--- config.mk ---
export PLATFORM = sky130hd
export DESIGN_NAME = timer8_compare_waveform_unit
export DESIGN_NICKNAME = d
export VERILOG_FILES = /design/src/design/timer8_pkg.sv /design/src/design/timer8_compare_waveform_unit.sv
export SDC_FILE = /design/constraint.sdc
export NUM_CORES = 1
export LEC_CHECK = 0
export BUFFER_PORTS_ARGS = -buffer_cell sky130_fd_sc_hd__buf_2
export CORE_MARGIN = 4
export CORE_UTILIZATION = 55
export CTS_CLUSTER_SIZE = 12
export DETAILED_ROUTE_END_ITERATION = 12
export GPL_TIMING_DRIVEN = 0
export PLACE_DENSITY = 0.83
export SLEW_MARGIN = 20
export SYNTH_ARGS = -nofsm -noshare
export SYNTH_HDL_FRONTEND = slang
export SYNTH_SLANG_ARGS = --single-unit
--- constraint.sdc ---
create_clock -name pclk -period 3.3 [get_ports pclk]
set_clock_uncertainty 0.2 [all_clocks]
set_input_delay 0 -clock pclk [delete_from_list [all_inputs] [get_ports pclk]]
set_output_delay 0 -clock pclk [all_outputs]
set_load 0.02 [all_outputs]
--- src/design/timer8_pkg.sv ---
package timer8_pkg;
  // register byte offsets
  localparam logic [4:0] OFF_CTRL = 5'h00;
  localparam logic [4:0] OFF_FORCE = 5'h04;
  localparam logic [4:0] OFF_COUNT = 5'h08;
  localparam logic [4:0] OFF_CMP_A = 5'h0C;
  localparam logic [4:0] OFF_CMP_B = 5'h10;
  localparam logic [4:0] OFF_FLAGS = 5'h14;
  localparam logic [4:0] OFF_PORT = 5'h18;
  localparam logic [4:0] OFF_STATE = 5'h1C;
  // field positions in the flags and port words
  localparam int FLAG_OVF = 0;
  localparam int FLAG_CMP_A = 1;
  localparam int FLAG_CMP_B = 2;
  localparam int PORT_VAL_LSB = 0;
  localparam int PORT_DIR_LSB = 4;
  // waveform mode codes
  localparam logic [2:0] MODE_NORMAL = 3'h0;
  localparam logic [2:0] MODE_CTC = 3'h2;
  localparam logic [2:0] MODE_FAST_MAX = 3'h3;
  localparam logic [2:0] MODE_FAST_CMP = 3'h7;
  // output action codes
  localparam logic [1:0] ACT_NONE = 2'h0;
  localparam logic [1:0] ACT_TOGGLE = 2'h1;
  localparam logic [1:0] ACT_CLEAR = 2'h2;
  localparam logic [1:0] ACT_SET = 2'h3;
  // counter extremes
  localparam logic [7:0] CNT_BOTTOM = 8'h00;
  localparam logic [7:0] CNT_MAX = 8'hFF;
  // reset values
  localparam logic [7:0] RST_BYTE = 8'h00;
  localparam logic [9:0] RST_PSC = 10'h000;
  // prescaler masks per clock select: stop, 1, 8, 32, 64, 128, 256, 1024
  localparam logic [9:0] PSC_MASK [0:7] = '{10'h000, 10'h000, 10'h007, 10'h01F,
                                            10'h03F, 10'h07F, 10'h0FF, 10'h3FF};

  // control word layout, reserved bits held at zero
  typedef struct packed {
    logic [1:0] output_action_sel_b;
    logic [1:0] output_action_sel_a;
    logic rsv7;
    logic [2:0] clock_sel;
    logic rsv3;
    logic [2:0] waveform_mode_sel;
  } ctrl_t;
  localparam ctrl_t RST_CTRL = '0;
endpackage

--- src/design/timer8_compare_waveform_unit.sv ---
// Register access over APB and the register addresses are this design's own decisions.
`timescale 1ns/1ps
// Summary of operation
// RULE1: a counter write blocks every compare match during the next timer tick
// RULE2: output state keeps its value across waveform mode changes
// RULE3: action select changes govern the very next compare match
// RULE4: nonzero action select replaces the port value on the pin
// RULE5: pin shows the output only while its direction bit selects output
// RULE6: action select zero leaves the output state untouched on matches
// RULE7: force strobe applies the action at once in non-PWM modes
// RULE8: normal mode increments and wraps from FF to 00
// RULE9: normal mode sets overflow flag when the counter becomes zero
// RULE10: clear-on-compare mode resets counter when it equals compare A
// RULE11: compare A unbuffered there; below count means wrap before match
// RULE12: toggle action in clear-on-compare toggles output each match
// RULE13: clear-on-compare sets overflow flag on the MAX to 00 step
// RULE14: modes 3 and 7 are fast PWM with top FF or compare A
// RULE15: fast PWM counts up to top then clears on next tick
// RULE16: fast PWM sets overflow flag each time counter reaches top
// RULE17: fast PWM action 2 clears on match sets at bottom, 3 inverse
// RULE18: compare MAX gives constant level, zero gives one-tick spike
// RULE19: fast PWM toggle action gives square wave with buffering kept
// RULE20: compare values are double buffered while fast PWM is active
// RULE21: tick is clock divided by 1, 8, 32, 64, 128, 256 or 1024
// RULE22: a match sets its compare flag; writing one clears it
// RULE23: forced compare only updates output, no flag, no counter change
// RULE24: software counter write beats any clear or count that cycle
// RULE25: buffered compare values load when counter wraps top to bottom
module timer8_compare_waveform_unit #(
  parameter int ADDR_W = 12
) (
  // clock and reset
  input wire logic pclk,
  input wire logic presetn,
  // apb slave
  input wire logic psel,
  input wire logic penable,
  input wire logic pwrite,
  input wire logic [ADDR_W-1:0] paddr,
  input wire logic [31:0] pwdata,
  output logic [31:0] prdata,
  output logic pready,
  output logic pslverr,
  // compare pins, index 0 is channel a
  output logic [1:0] cmp_pin_out,
  output logic [1:0] cmp_pin_oe
);

  // bus state
  logic [31:0] prdata_reg, prdata_next;
  logic pready_reg, pready_next;
  logic pslverr_reg, pslverr_next;
  // timer state
  timer8_pkg::ctrl_t ctrl_reg, ctrl_next;
  logic [9:0] psc_reg, psc_next;
  logic [7:0] counter_value_reg, counter_value_next;
  logic [7:0] cmp_buf_reg [2];
  logic [7:0] cmp_buf_next [2];
  logic [7:0] cmp_act_reg [2];
  logic [7:0] cmp_act_next [2];
  logic [1:0] compare_output_state_reg, compare_output_state_next;
  logic [2:0] flags_reg, flags_next;
  logic [1:0] port_val_reg, port_val_next;
  logic [1:0] pin_dir_reg, pin_dir_next;
  logic block_reg, block_next;
  logic [1:0] pin_out_reg, pin_out_next;
  logic [1:0] pin_oe_reg, pin_oe_next;

  // decode and strobes
  logic mapped, wr_fire, setup;
  logic [4:0] offs;
  logic cnt_wr, ctrl_wr, force_wr, flags_wr;
  logic tick, pwm_mode, at_top, wrap, ctc_clear, ovf_set;
  logic [7:0] top_val;
  logic [1:0] match_v, force_v, eq_v;
  logic [1:0] act_sel [2];

  // registered answer one cycle after setup, so pready is a flop
  assign setup = psel && !penable;
  assign offs = paddr[4:0];
  assign mapped = (paddr[ADDR_W-1:5] == '0) && (paddr[1:0] == 2'h0);
  assign wr_fire = psel && penable && pready_reg && pwrite && !pslverr_reg;
  assign cnt_wr = wr_fire && (offs == timer8_pkg::OFF_COUNT);
  assign ctrl_wr = wr_fire && (offs == timer8_pkg::OFF_CTRL);
  assign force_wr = wr_fire && (offs == timer8_pkg::OFF_FORCE);
  assign flags_wr = wr_fire && (offs == timer8_pkg::OFF_FLAGS);

  // read mux and ready; data is sampled at setup
  always_comb begin
    pready_next = setup;
    pslverr_next = setup && !mapped;
    prdata_next = 32'h0000_0000;
    if (setup && mapped && !pwrite) begin
      unique case (offs)
        timer8_pkg::OFF_CTRL: prdata_next = {20'h0_0000, ctrl_reg};
        timer8_pkg::OFF_COUNT: prdata_next = {24'h00_0000, counter_value_reg};
        timer8_pkg::OFF_CMP_A: prdata_next = {24'h00_0000, cmp_buf_reg[0]};
        timer8_pkg::OFF_CMP_B: prdata_next = {24'h00_0000, cmp_buf_reg[1]};
        timer8_pkg::OFF_FLAGS: prdata_next = {29'h0000_0000, flags_reg};
        timer8_pkg::OFF_PORT: prdata_next = {26'h000_0000, pin_dir_reg, 2'h0, port_val_reg};
        timer8_pkg::OFF_STATE: prdata_next = {30'h0000_0000, compare_output_state_reg};
        default: prdata_next = 32'h0000_0000;
      endcase
    end
  end

  always_ff @(posedge pclk or negedge presetn) begin
    if (!presetn) begin
      prdata_reg <= 32'h0000_0000;
      pready_reg <= 1'b0;
      pslverr_reg <= 1'b0;
    end else begin
      prdata_reg <= prdata_next;
      pready_reg <= pready_next;
      pslverr_reg <= pslverr_next;
    end
  end

  // tick, mode and comparator decode
  always_comb begin
    tick = (ctrl_reg.clock_sel != 3'h0) &&
           ((psc_reg & timer8_pkg::PSC_MASK[ctrl_reg.clock_sel]) ==
            timer8_pkg::PSC_MASK[ctrl_reg.clock_sel]); // RULE21
    pwm_mode = (ctrl_reg.waveform_mode_sel == timer8_pkg::MODE_FAST_MAX) ||
               (ctrl_reg.waveform_mode_sel == timer8_pkg::MODE_FAST_CMP); // RULE14
    top_val = (ctrl_reg.waveform_mode_sel == timer8_pkg::MODE_FAST_CMP) ?
              cmp_act_reg[0] : timer8_pkg::CNT_MAX; // RULE14
    at_top = (counter_value_reg == top_val);
    act_sel[0] = ctrl_reg.output_action_sel_a;
    act_sel[1] = ctrl_reg.output_action_sel_b;
    for (int i = 0; i < 2; i++) begin
      eq_v[i] = (counter_value_reg == cmp_act_reg[i]);
      match_v[i] = tick && eq_v[i] && !block_reg; // RULE1
      force_v[i] = force_wr && pwdata[i] && !pwm_mode; // RULE7
    end
    // clear on compare follows the compare-a match, so a write blocks it too
    ctc_clear = (ctrl_reg.waveform_mode_sel == timer8_pkg::MODE_CTC) && match_v[0]; // RULE10
    wrap = pwm_mode && tick && at_top; // RULE15
    // a clear from MAX still passes MAX to 00, so it counts as an overflow too
    ovf_set = pwm_mode ? wrap : // RULE16
              (tick && (counter_value_reg == timer8_pkg::CNT_MAX)); // RULE9 RULE13
  end

  // next state of counter, compare registers, outputs and flags
  always_comb begin
    ctrl_next = ctrl_reg;
    psc_next = psc_reg + 10'h001;
    counter_value_next = counter_value_reg;
    compare_output_state_next = compare_output_state_reg;
    port_val_next = port_val_reg;
    pin_dir_next = pin_dir_reg;
    block_next = tick ? 1'b0 : block_reg;
    flags_next = flags_reg;
    // counting: normal and fallback modes simply increment and wrap
    if (ctc_clear || wrap) begin
      counter_value_next = timer8_pkg::CNT_BOTTOM; // RULE10 RULE15
    end else if (tick) begin
      counter_value_next = counter_value_reg + 8'h01; // RULE8 RULE11
    end
    // software write wins over count and clear, and arms the block
    if (cnt_wr) begin
      counter_value_next = pwdata[7:0]; // RULE24
      block_next = 1'b1; // RULE1
    end
    if (ctrl_wr) begin
      ctrl_next = pwdata[11:0]; // RULE3
      ctrl_next.rsv7 = 1'b0;
      ctrl_next.rsv3 = 1'b0;
    end
    if (wr_fire && (offs == timer8_pkg::OFF_PORT)) begin
      port_val_next = pwdata[timer8_pkg::PORT_VAL_LSB +: 2];
      pin_dir_next = pwdata[timer8_pkg::PORT_DIR_LSB +: 2];
    end
    // flags: software clear by writing one, a same-cycle set wins
    if (flags_wr) begin
      flags_next = flags_reg & ~pwdata[2:0]; // RULE22
    end
    if (ovf_set) begin
      flags_next[timer8_pkg::FLAG_OVF] = 1'b1; // RULE9 RULE13 RULE16
    end
    for (int i = 0; i < 2; i++) begin
      cmp_buf_next[i] = cmp_buf_reg[i];
      if (wr_fire && (offs == (i == 0 ? timer8_pkg::OFF_CMP_A : timer8_pkg::OFF_CMP_B))) begin
        cmp_buf_next[i] = pwdata[7:0];
      end
      // outside fast PWM writes reach the comparator at once
      cmp_act_next[i] = pwm_mode ? (wrap ? cmp_buf_reg[i] : cmp_act_reg[i]) // RULE20 RULE25
                                 : cmp_buf_next[i]; // RULE11
      if (match_v[i]) begin
        flags_next[i + 1] = 1'b1; // RULE22
      end
      // output action; force touches only the output state
      if ((match_v[i] || force_v[i]) && (act_sel[i] != timer8_pkg::ACT_NONE)) begin // RULE6 RULE23
        unique case (act_sel[i])
          timer8_pkg::ACT_TOGGLE:
            compare_output_state_next[i] = !compare_output_state_reg[i]; // RULE12 RULE19
          timer8_pkg::ACT_CLEAR: compare_output_state_next[i] = 1'b0; // RULE17
          timer8_pkg::ACT_SET: compare_output_state_next[i] = 1'b1; // RULE17
          default: compare_output_state_next[i] = compare_output_state_reg[i];
        endcase
      end
      // bottom action after the match, so compare MAX stays constant
      if (wrap && (act_sel[i] == timer8_pkg::ACT_CLEAR)) begin
        compare_output_state_next[i] = 1'b1; // RULE17 RULE18
      end else if (wrap && (act_sel[i] == timer8_pkg::ACT_SET)) begin
        compare_output_state_next[i] = 1'b0; // RULE17 RULE18
      end
      // pin override and direction; state can be set up before enabling
      pin_out_next[i] = (act_sel[i] != timer8_pkg::ACT_NONE) ?
                        compare_output_state_reg[i] : port_val_reg[i]; // RULE4
      pin_oe_next[i] = pin_dir_reg[i]; // RULE5
    end
  end

  // mode switches never write the output state, so it survives them
  always_ff @(posedge pclk or negedge presetn) begin
    if (!presetn) begin
      ctrl_reg <= timer8_pkg::RST_CTRL;
      psc_reg <= timer8_pkg::RST_PSC;
      counter_value_reg <= timer8_pkg::RST_BYTE;
      cmp_buf_reg[0] <= timer8_pkg::RST_BYTE;
      cmp_buf_reg[1] <= timer8_pkg::RST_BYTE;
      cmp_act_reg[0] <= timer8_pkg::RST_BYTE;
      cmp_act_reg[1] <= timer8_pkg::RST_BYTE;
      compare_output_state_reg <= 2'h0;
      flags_reg <= 3'h0;
      port_val_reg <= 2'h0;
      pin_dir_reg <= 2'h0;
      block_reg <= 1'b0;
      pin_out_reg <= 2'h0;
      pin_oe_reg <= 2'h0;
    end else begin
      ctrl_reg <= ctrl_next;
      psc_reg <= psc_next;
      counter_value_reg <= counter_value_next;
      cmp_buf_reg <= cmp_buf_next;
      cmp_act_reg <= cmp_act_next;
      compare_output_state_reg <= compare_output_state_next; // RULE2
      flags_reg <= flags_next;
      port_val_reg <= port_val_next;
      pin_dir_reg <= pin_dir_next;
      block_reg <= block_next;
      pin_out_reg <= pin_out_next;
      pin_oe_reg <= pin_oe_next;
    end
  end

  assign prdata = prdata_reg;
  assign pready = pready_reg;
  assign pslverr = pslverr_reg;
  assign cmp_pin_out = pin_out_reg;
  assign cmp_pin_oe = pin_oe_reg;

  // checks
  chk_write_blocks_match: assert property (@(posedge pclk) disable iff (!presetn) // RULE1
    cnt_wr ##1 tick |-> match_v == 2'h0)
    else $error("compare match not blocked after counter write");

  chk_mode_keeps_state: assert property (@(posedge pclk) disable iff (!presetn) // RULE2
    ctrl_wr && !tick && !force_wr |=> $stable(compare_output_state_reg))
    else $error("output state changed on mode write");

  // pin source and direction follow their registers one cycle later
  chk_pin_override: assert property (@(posedge pclk) disable iff (!presetn) // RULE4
    ##1 cmp_pin_out[0] == ($past(act_sel[0] != 2'h0) ?
        $past(compare_output_state_reg[0]) : $past(port_val_reg[0])))
    else $error("pin a shows wrong source");

  chk_pin_direction: assert property (@(posedge pclk) disable iff (!presetn) // RULE5
    ##1 cmp_pin_oe == $past(pin_dir_reg))
    else $error("pin enable does not follow direction");

  chk_off_no_change: assert property (@(posedge pclk) disable iff (!presetn) // RULE6
    act_sel[1] == 2'h0 |=> $stable(compare_output_state_reg[1]))
    else $error("output b changed with action none");

  chk_normal_wrap: assert property (@(posedge pclk) disable iff (!presetn) // RULE8
    tick && ctrl_reg.waveform_mode_sel == 3'h0 && counter_value_reg == 8'hFF && !cnt_wr
    |=> counter_value_reg == 8'h00 && flags_reg[0])
    else $error("normal mode wrap or overflow wrong");

  chk_ctc_clear: assert property (@(posedge pclk) disable iff (!presetn) // RULE10
    ctc_clear && !cnt_wr |=> counter_value_reg == 8'h00 && flags_reg[1])
    else $error("clear on compare failed");

  chk_force_no_flag: assert property (@(posedge pclk) disable iff (!presetn) // RULE23
    force_wr && !tick |=> $stable(counter_value_reg) && $stable(flags_reg))
    else $error("force touched counter or flags");

  chk_pwm_bottom_set: assert property (@(posedge pclk) disable iff (!presetn) // RULE17
    wrap && act_sel[0] == 2'h2 |=> compare_output_state_reg[0])
    else $error("non-inverting output not set at bottom");

  chk_buffer_hold: assert property (@(posedge pclk) disable iff (!presetn) // RULE20
    pwm_mode && !wrap |=> $stable(cmp_act_reg[0]) && $stable(cmp_act_reg[1]))
    else $error("active compare changed mid period");

  chk_write_priority: assert property (@(posedge pclk) disable iff (!presetn) // RULE24
    cnt_wr |=> counter_value_reg == $past(pwdata[7:0]) ##1 !$past(tick) || block_reg == 1'b0)
    else $error("counter write lost");

  // flags: a match sets its flag at the edge ending the tick, and set beats clear
  chk_match_flag_a: assert property ( // RULE22
    @(posedge pclk) disable iff (!presetn)
    match_v[0] |=> flags_reg[timer8_pkg::FLAG_CMP_A])
    else $error("compare flag a not set on match");

  chk_match_flag_b: assert property ( // RULE22
    @(posedge pclk) disable iff (!presetn)
    match_v[1] |=> flags_reg[timer8_pkg::FLAG_CMP_B])
    else $error("compare flag b not set on match");

  chk_flag_sw_clear: assert property ( // RULE22
    @(posedge pclk) disable iff (!presetn)
    flags_wr && pwdata[1] && !match_v[0] |=> !flags_reg[timer8_pkg::FLAG_CMP_A])
    else $error("compare flag a not cleared by write");

  // counting and overflow in each mode
  chk_normal_increment: assert property ( // RULE8
    @(posedge pclk) disable iff (!presetn)
    tick && ctrl_reg.waveform_mode_sel == timer8_pkg::MODE_NORMAL && !cnt_wr
    |=> counter_value_reg == $past(counter_value_reg) + 8'h01)
    else $error("normal mode did not increment");

  chk_ctc_overflow: assert property ( // RULE13
    @(posedge pclk) disable iff (!presetn)
    tick && ctrl_reg.waveform_mode_sel == timer8_pkg::MODE_CTC && counter_value_reg == 8'hFF
    |=> flags_reg[timer8_pkg::FLAG_OVF])
    else $error("clear on compare missed overflow");

  chk_pwm_wrap_zero: assert property ( // RULE15
    @(posedge pclk) disable iff (!presetn)
    wrap && !cnt_wr |=> counter_value_reg == 8'h00)
    else $error("fast pwm did not clear after top");

  chk_pwm_overflow: assert property ( // RULE16
    @(posedge pclk) disable iff (!presetn)
    wrap |=> flags_reg[timer8_pkg::FLAG_OVF])
    else $error("fast pwm missed overflow at top");

  chk_top_at_cmp: assert property ( // RULE14
    @(posedge pclk) disable iff (!presetn)
    tick && ctrl_reg.waveform_mode_sel == timer8_pkg::MODE_FAST_CMP &&
    counter_value_reg == cmp_act_reg[0] && !cnt_wr |=> counter_value_reg == 8'h00)
    else $error("fast pwm top is not compare a");

  // output actions and forced compares
  chk_toggle_match: assert property ( // RULE12 RULE19
    @(posedge pclk) disable iff (!presetn)
    match_v[0] && act_sel[0] == 2'h1 |=> compare_output_state_reg[0] != $past(compare_output_state_reg[0]))
    else $error("toggle action did not toggle");

  chk_force_sets: assert property ( // RULE7
    @(posedge pclk) disable iff (!presetn)
    force_wr && pwdata[0] && !pwm_mode && act_sel[0] == 2'h3 |=> compare_output_state_reg[0])
    else $error("forced set action not applied");

  chk_pwm_bottom_clear: assert property ( // RULE17
    @(posedge pclk) disable iff (!presetn)
    wrap && act_sel[0] == 2'h3 |=> !compare_output_state_reg[0])
    else $error("inverting output not cleared at bottom");

  // compare loading and tick rate
  chk_cmp_unbuffered: assert property ( // RULE11
    @(posedge pclk) disable iff (!presetn)
    wr_fire && offs == timer8_pkg::OFF_CMP_A && !pwm_mode
    |=> cmp_act_reg[0] == $past(pwdata[7:0]))
    else $error("compare a not written through");

  chk_buffer_load: assert property ( // RULE25
    @(posedge pclk) disable iff (!presetn)
    wrap |=> cmp_act_reg[0] == $past(cmp_buf_reg[0]))
    else $error("buffered compare not loaded at wrap");

  chk_tick_period: assert property ( // RULE21
    @(posedge pclk) disable iff (!presetn)
    tick && ctrl_reg.clock_sel == 3'h2 |-> ##8 (tick || ctrl_reg.clock_sel != 3'h2))
    else $error("divide by eight tick period wrong");

endmodule

Yosys cells after proc, flatten, opt, wreduce, memory -nomap -nowiden
Memories as Yosys holds them, arrays and structs flattened. Index checks and enable logic that the tools add are counted.

$add $sub $neg: 2. $lt $le $gt $ge: 1. Equality and inequality tests: 22. Muxes and demuxes: 31. Bitwise operators: 4. Reductions and logical operators: 64.

Operators by type and width (count): 12-bit case mux with 7 select lines (1); 8-bit 2-to-1 mux (10); 1-bit logical AND (35); 32-bit 2-to-1 mux (1); 8-bit equality test (3); 5-bit equality test (second input constant) (4); 10-bit 2-to-1 mux (2); 1-bit 2-to-1 mux (14); 2-bit nonzero test (6); 3-bit nonzero test (4); 10-bit by 1-bit adder with 10-bit output (second input constant) (1); 10-bit bitwise AND (1); 10-bit equality test (1); 5-bit by 4-bit equality test with 1-bit output (second input constant) (2); 5-bit nonzero test (2); 8-bit by 1-bit adder with 8-bit output (second input constant) (1); 2-bit equality test (second input constant) (4); 8-bit equality test (second input constant) (1); 1-bit logical NOT (8); 7-bit logical NOT (1); 3-bit by 2-bit equality test with 1-bit output (second input constant) (2); 1-bit case mux with 3 select lines (2); 5-bit by 3-bit equality test with 1-bit output (second input constant) (1); 5-bit logical NOT (1); other kinds (11) (16).

Register bits after elaboration: 108. Memory bits (read-only): 80. Input port bits: 49. Output and inout bits: 38. Word-level logic and storage cells: 148. Memories: 1.

Memory list: (name not given) (words 8, bits a word 10, rd ports 1, clocked after Yosys merged registers in 0, wr ports 0, RTL line timer8_compare_waveform_unit.sv:123) `timer8_pkg::PSC_MASK[ctrl_reg.clock_sel]);`.

Depth between registers and ports, before layout
Word-level depth: 14. Gate-level depth with buffers: 9. Gate-level depth less buffers: 7.

Worst setup path after synthesis
OpenSTA, ideal clock, no wires.

Path kind: flip-flop to flip-flop. Start point: register counter_value_reg[4]. End point: register cmp_act_reg[6] (netlist bit). Library setup time: 0.126 ns. Data arrival time: 2.077 ns. Required time: 2.974 ns. Path slack: 0.897 ns. Stages on the path, launching flop included: 10. Buffers on the path: 2. Cell sequence: dfrtp_1 > buf_6 > nor2b_4 > a2111oi_4 > a31oi_1 > nor4_4 > and2_4 > nor2_4 > buf_8 > a221o_1.

Word-level cells in the longest chain between the ends: 3.

RTL lines: start, declared (RTL line timer8_compare_waveform_unit.sv:56) `logic [7:0] counter_value_reg, counter_value_next;`; start signal, assigned (RTL line timer8_compare_waveform_unit.sv:220) `counter_value_reg <= timer8_pkg::RST_BYTE;`; start signal, assigned (RTL line timer8_compare_waveform_unit.sv:235) `counter_value_reg <= counter_value_next;`; 8-bit equality test (RTL line timer8_compare_waveform_unit.sv:128) `at_top = (counter_value_reg == top_val);`; 1-bit logical AND (RTL line timer8_compare_waveform_unit.sv:138) `wrap = pwm_mode && tick && at_top;`; 2-bit by 1-bit != test with 1-bit output (no line); end signal, assigned (RTL line timer8_compare_waveform_unit.sv:237) `cmp_act_reg <= cmp_act_next;`; end, declared (RTL line timer8_compare_waveform_unit.sv:59) `logic [7:0] cmp_act_reg [2];`.

No other way between the ends. A chain may end at the register's enable or synchronous reset.

Worst setup path in the final report
Start point: input port paddr[1]. End point: register counter_value_reg[3].

Word-level cells in the longest chain between the ends: 3. Elaborated cells between the ends (all ways): 4.

RTL lines: start, declared (RTL line timer8_compare_waveform_unit.sv:39) `input wire logic [ADDR_W-1:0] paddr,`; 5-bit by 4-bit equality test with 1-bit output * (RTL line timer8_compare_waveform_unit.sv:83) `assign cnt_wr = wr_fire && (offs == timer8_pkg::OFF_COUNT);`; 1-bit logical AND * (RTL line timer8_compare_waveform_unit.sv:83); 3-bit nonzero test (no line) or 8-bit 2-to-1 mux (tied branches).

Every way passes the cells marked *; elsewhere a longest branch is shown, timed or not.

==> impl_metrics.tcl <==
set metrics [dict create \
    numCtsBuffers 9 \
    yosys.area.top_type "dfrtp_1" \
    dp_hpwl_mm 8.35 \
    timing.fmax_mhz 341 \
    critPathRequiredTime_ps 3340 \
    drc 0 \
    grt_overflow 0 \
    synthCells 437 \
    ant_nets 0 \
    htreeDepth 3 \
    holdWs_ps 95.9 \
    syn_area_um2 4630 \
    fin_crit_sh 0.888 \
    die_w_um 99.8 \
    drv_cap 0 \
    relSlewSlack 0.266 \
    netlist_top_cells_area "dfrtp_1 48%, mux2_2 8.3%, buf_4 3.6%" \
    cp-end-kind "flip-flop" \
    root_buffer "clkbuf_8" \
    diodes 0 \
    grt_first_pass_wirelength_mm 19.7 \
    avgSynthCellArea_um2 10.6 \
    grt_usage 0.252 \
    num_vias 3837 \
    yosysTopAreaCellShare 0.475 \
    clock_sinks 88 \
    fin_util 0.679 \
    dpl_cell_area_um2 5090 \
    fin_nets 592 \
    drive_gt1_frac 0.269 \
    drt-total-wl_mm 11.9 \
    hp-class "input port to flip-flop" \
    hold_viol_final 0 \
    slew_violations 0 \
    arrival_ps 2970 \
    total_power_uw 2380 \
    synthArstFlopShare 1.00 \
    antenna_found_initial 0 \
    power_density_nw_per_um2 426 \
    clock_latency_ps 370 \
    setup_viol 0 \
    syn_to_final_growth_pct 20.4 \
    status "completed" \
    die_y_um 99.8 \
    critical_path_class "input port to flip-flop" \
    crit_path_start_kind "input port" \
    clockBufferDepth 2 \
    gp_congestion 0.909 \
    final_cell_mix "88 x dfrtp_1, 44 x buf_2, 34 x mux2_2" \
    ioPinCount 87 \
    reg2regPathDepth 8 \
    vdd_ir_drop_max_mv 0.285 \
    setup_tns_ps 0 \
    layout_commonest_cell "dfrtp_1" \
    synth_seq_area_share 0.475 \
    yosys_warnings 0 \
    synth-edff-count 0 \
    clkSlewWorstSetupHoldPaths_ps 100 \
    viasPerCell 5.89 \
    synth_cell_type_count 63 \
    rsz0062_at_grt "false" \
    design_area_um2 5580 \
    p_leak_uw 0.00266 \
    initial_core_util 0.564 \
    num_rows 33 \
    tritoncts "yes" \
    fp.coreArea_um2 8220 \
    dieArea_um2 9960 \
    ys_ff_latch 88 \
    port_buffers 45 \
    ys.flop_type "dfrtp_1" \
    grt_pass1_vias 3909 \
    cp_max_fo 10 \
    dr.pass1.iters 5 \
    tightest_slew_ps 1090 \
    wl_per_cell_um 18.3 \
    min_period_ps 2930 \
    post-cts-setup-buffers 0 \
    grt_max_degree 51 \
    holdPathStages 6 \
    drt_iter0_drc 300 \
]
cells by family after synthesis:
group / after synthesis / share of synthesized area
buffers and inverters: 50 / 0.0686
muxes: 40 / 0.101
xor gates and xnor gates: 17 / 0.0321
DFF: 88 / 0.475
adders and majority gates: 2 / 0.00540
AOI/OAI and AO/OA: 82 / 0.132
other: 1 / 0.000809
and+or+nand+nor: 157 / 0.185
routing by layer:
| layer | wire length, µm | global-route usage |
|---|---|---|
| met1 | 4810 | 0.324 |
| met2 | 5890 | 0.416 |
| met3 | 961 | 0.0646 |
| met4 | 272 | 0.0840 |
| met5 | 0 | 0 |
what timing repair did:
item | in CTS | in global routing
hold endpoints to repair | 152 | 0
setup endpoints to repair | 0 | 0
resized for setup | 0 | 0
hold buffers | 28 | 0
worst paths after layout:
check	start	endpoint	slack (ps)
min	paddr[4]	prdata[0]	100
max reg2reg	counter_value_reg[5]	cmp_act_reg[7]	480
max in group asynchronous	presetn	prdata[11]	2160
min in group asynchronous	presetn	prdata[5]	490
max	paddr[1]	counter_value_reg[3]	370
min reg2reg	pin_dir_reg[1]	cmp_pin_oe[1]	230
metrics by stage:
step	worst slack, ps	cells
final	370	651
after global routing	197	651
after CTS	469	651
after detailed placement	607	607
after global placement	642	606
after floorplan	897	456
report_power, final:
| group | switching, µW | internal [µW] | leakage [µW] |
|---|---|---|---|
| Sequential | 76.9 | 1130 | 0.00116 |
| Clock | 452 | 299 | 0.000101 |
| Combinational | 223 | 198 | 0.00140 |
Yosys cell counts (10+ instances only):
master,number
dfrtp_1,88
a21oi_1,16
inv_1,14
nand3_1,24
a221o_1,10
mux2_2,34
buf_4,22
o21ai_0,16
and2_1,22
nand2_1,32
xnor2_1,15
nor2_1,26
critical path, cell delays in order:
cell,delay (ps)
dlygate4sd3_1,540
buf_2,140
or3_1,370
clkbuf_1,180
nor4_1,850
clkbuf_1,420
nor3_1,90
o21ai_0,270
nand3_1,100
cell type report:
cell class / instances / area (µm²)
multi-input combinational: 318 / 2180
timing repair buffer: 74 / 546
sequential: 88 / 2200
tap: 105 / 131
fill: 636 / 2640
buffer: 36 / 265
inverter: 14 / 52.6
clock buffer: 9 / 124
clock inverter: 7 / 73.8
(Power assumes the default switching activity.)
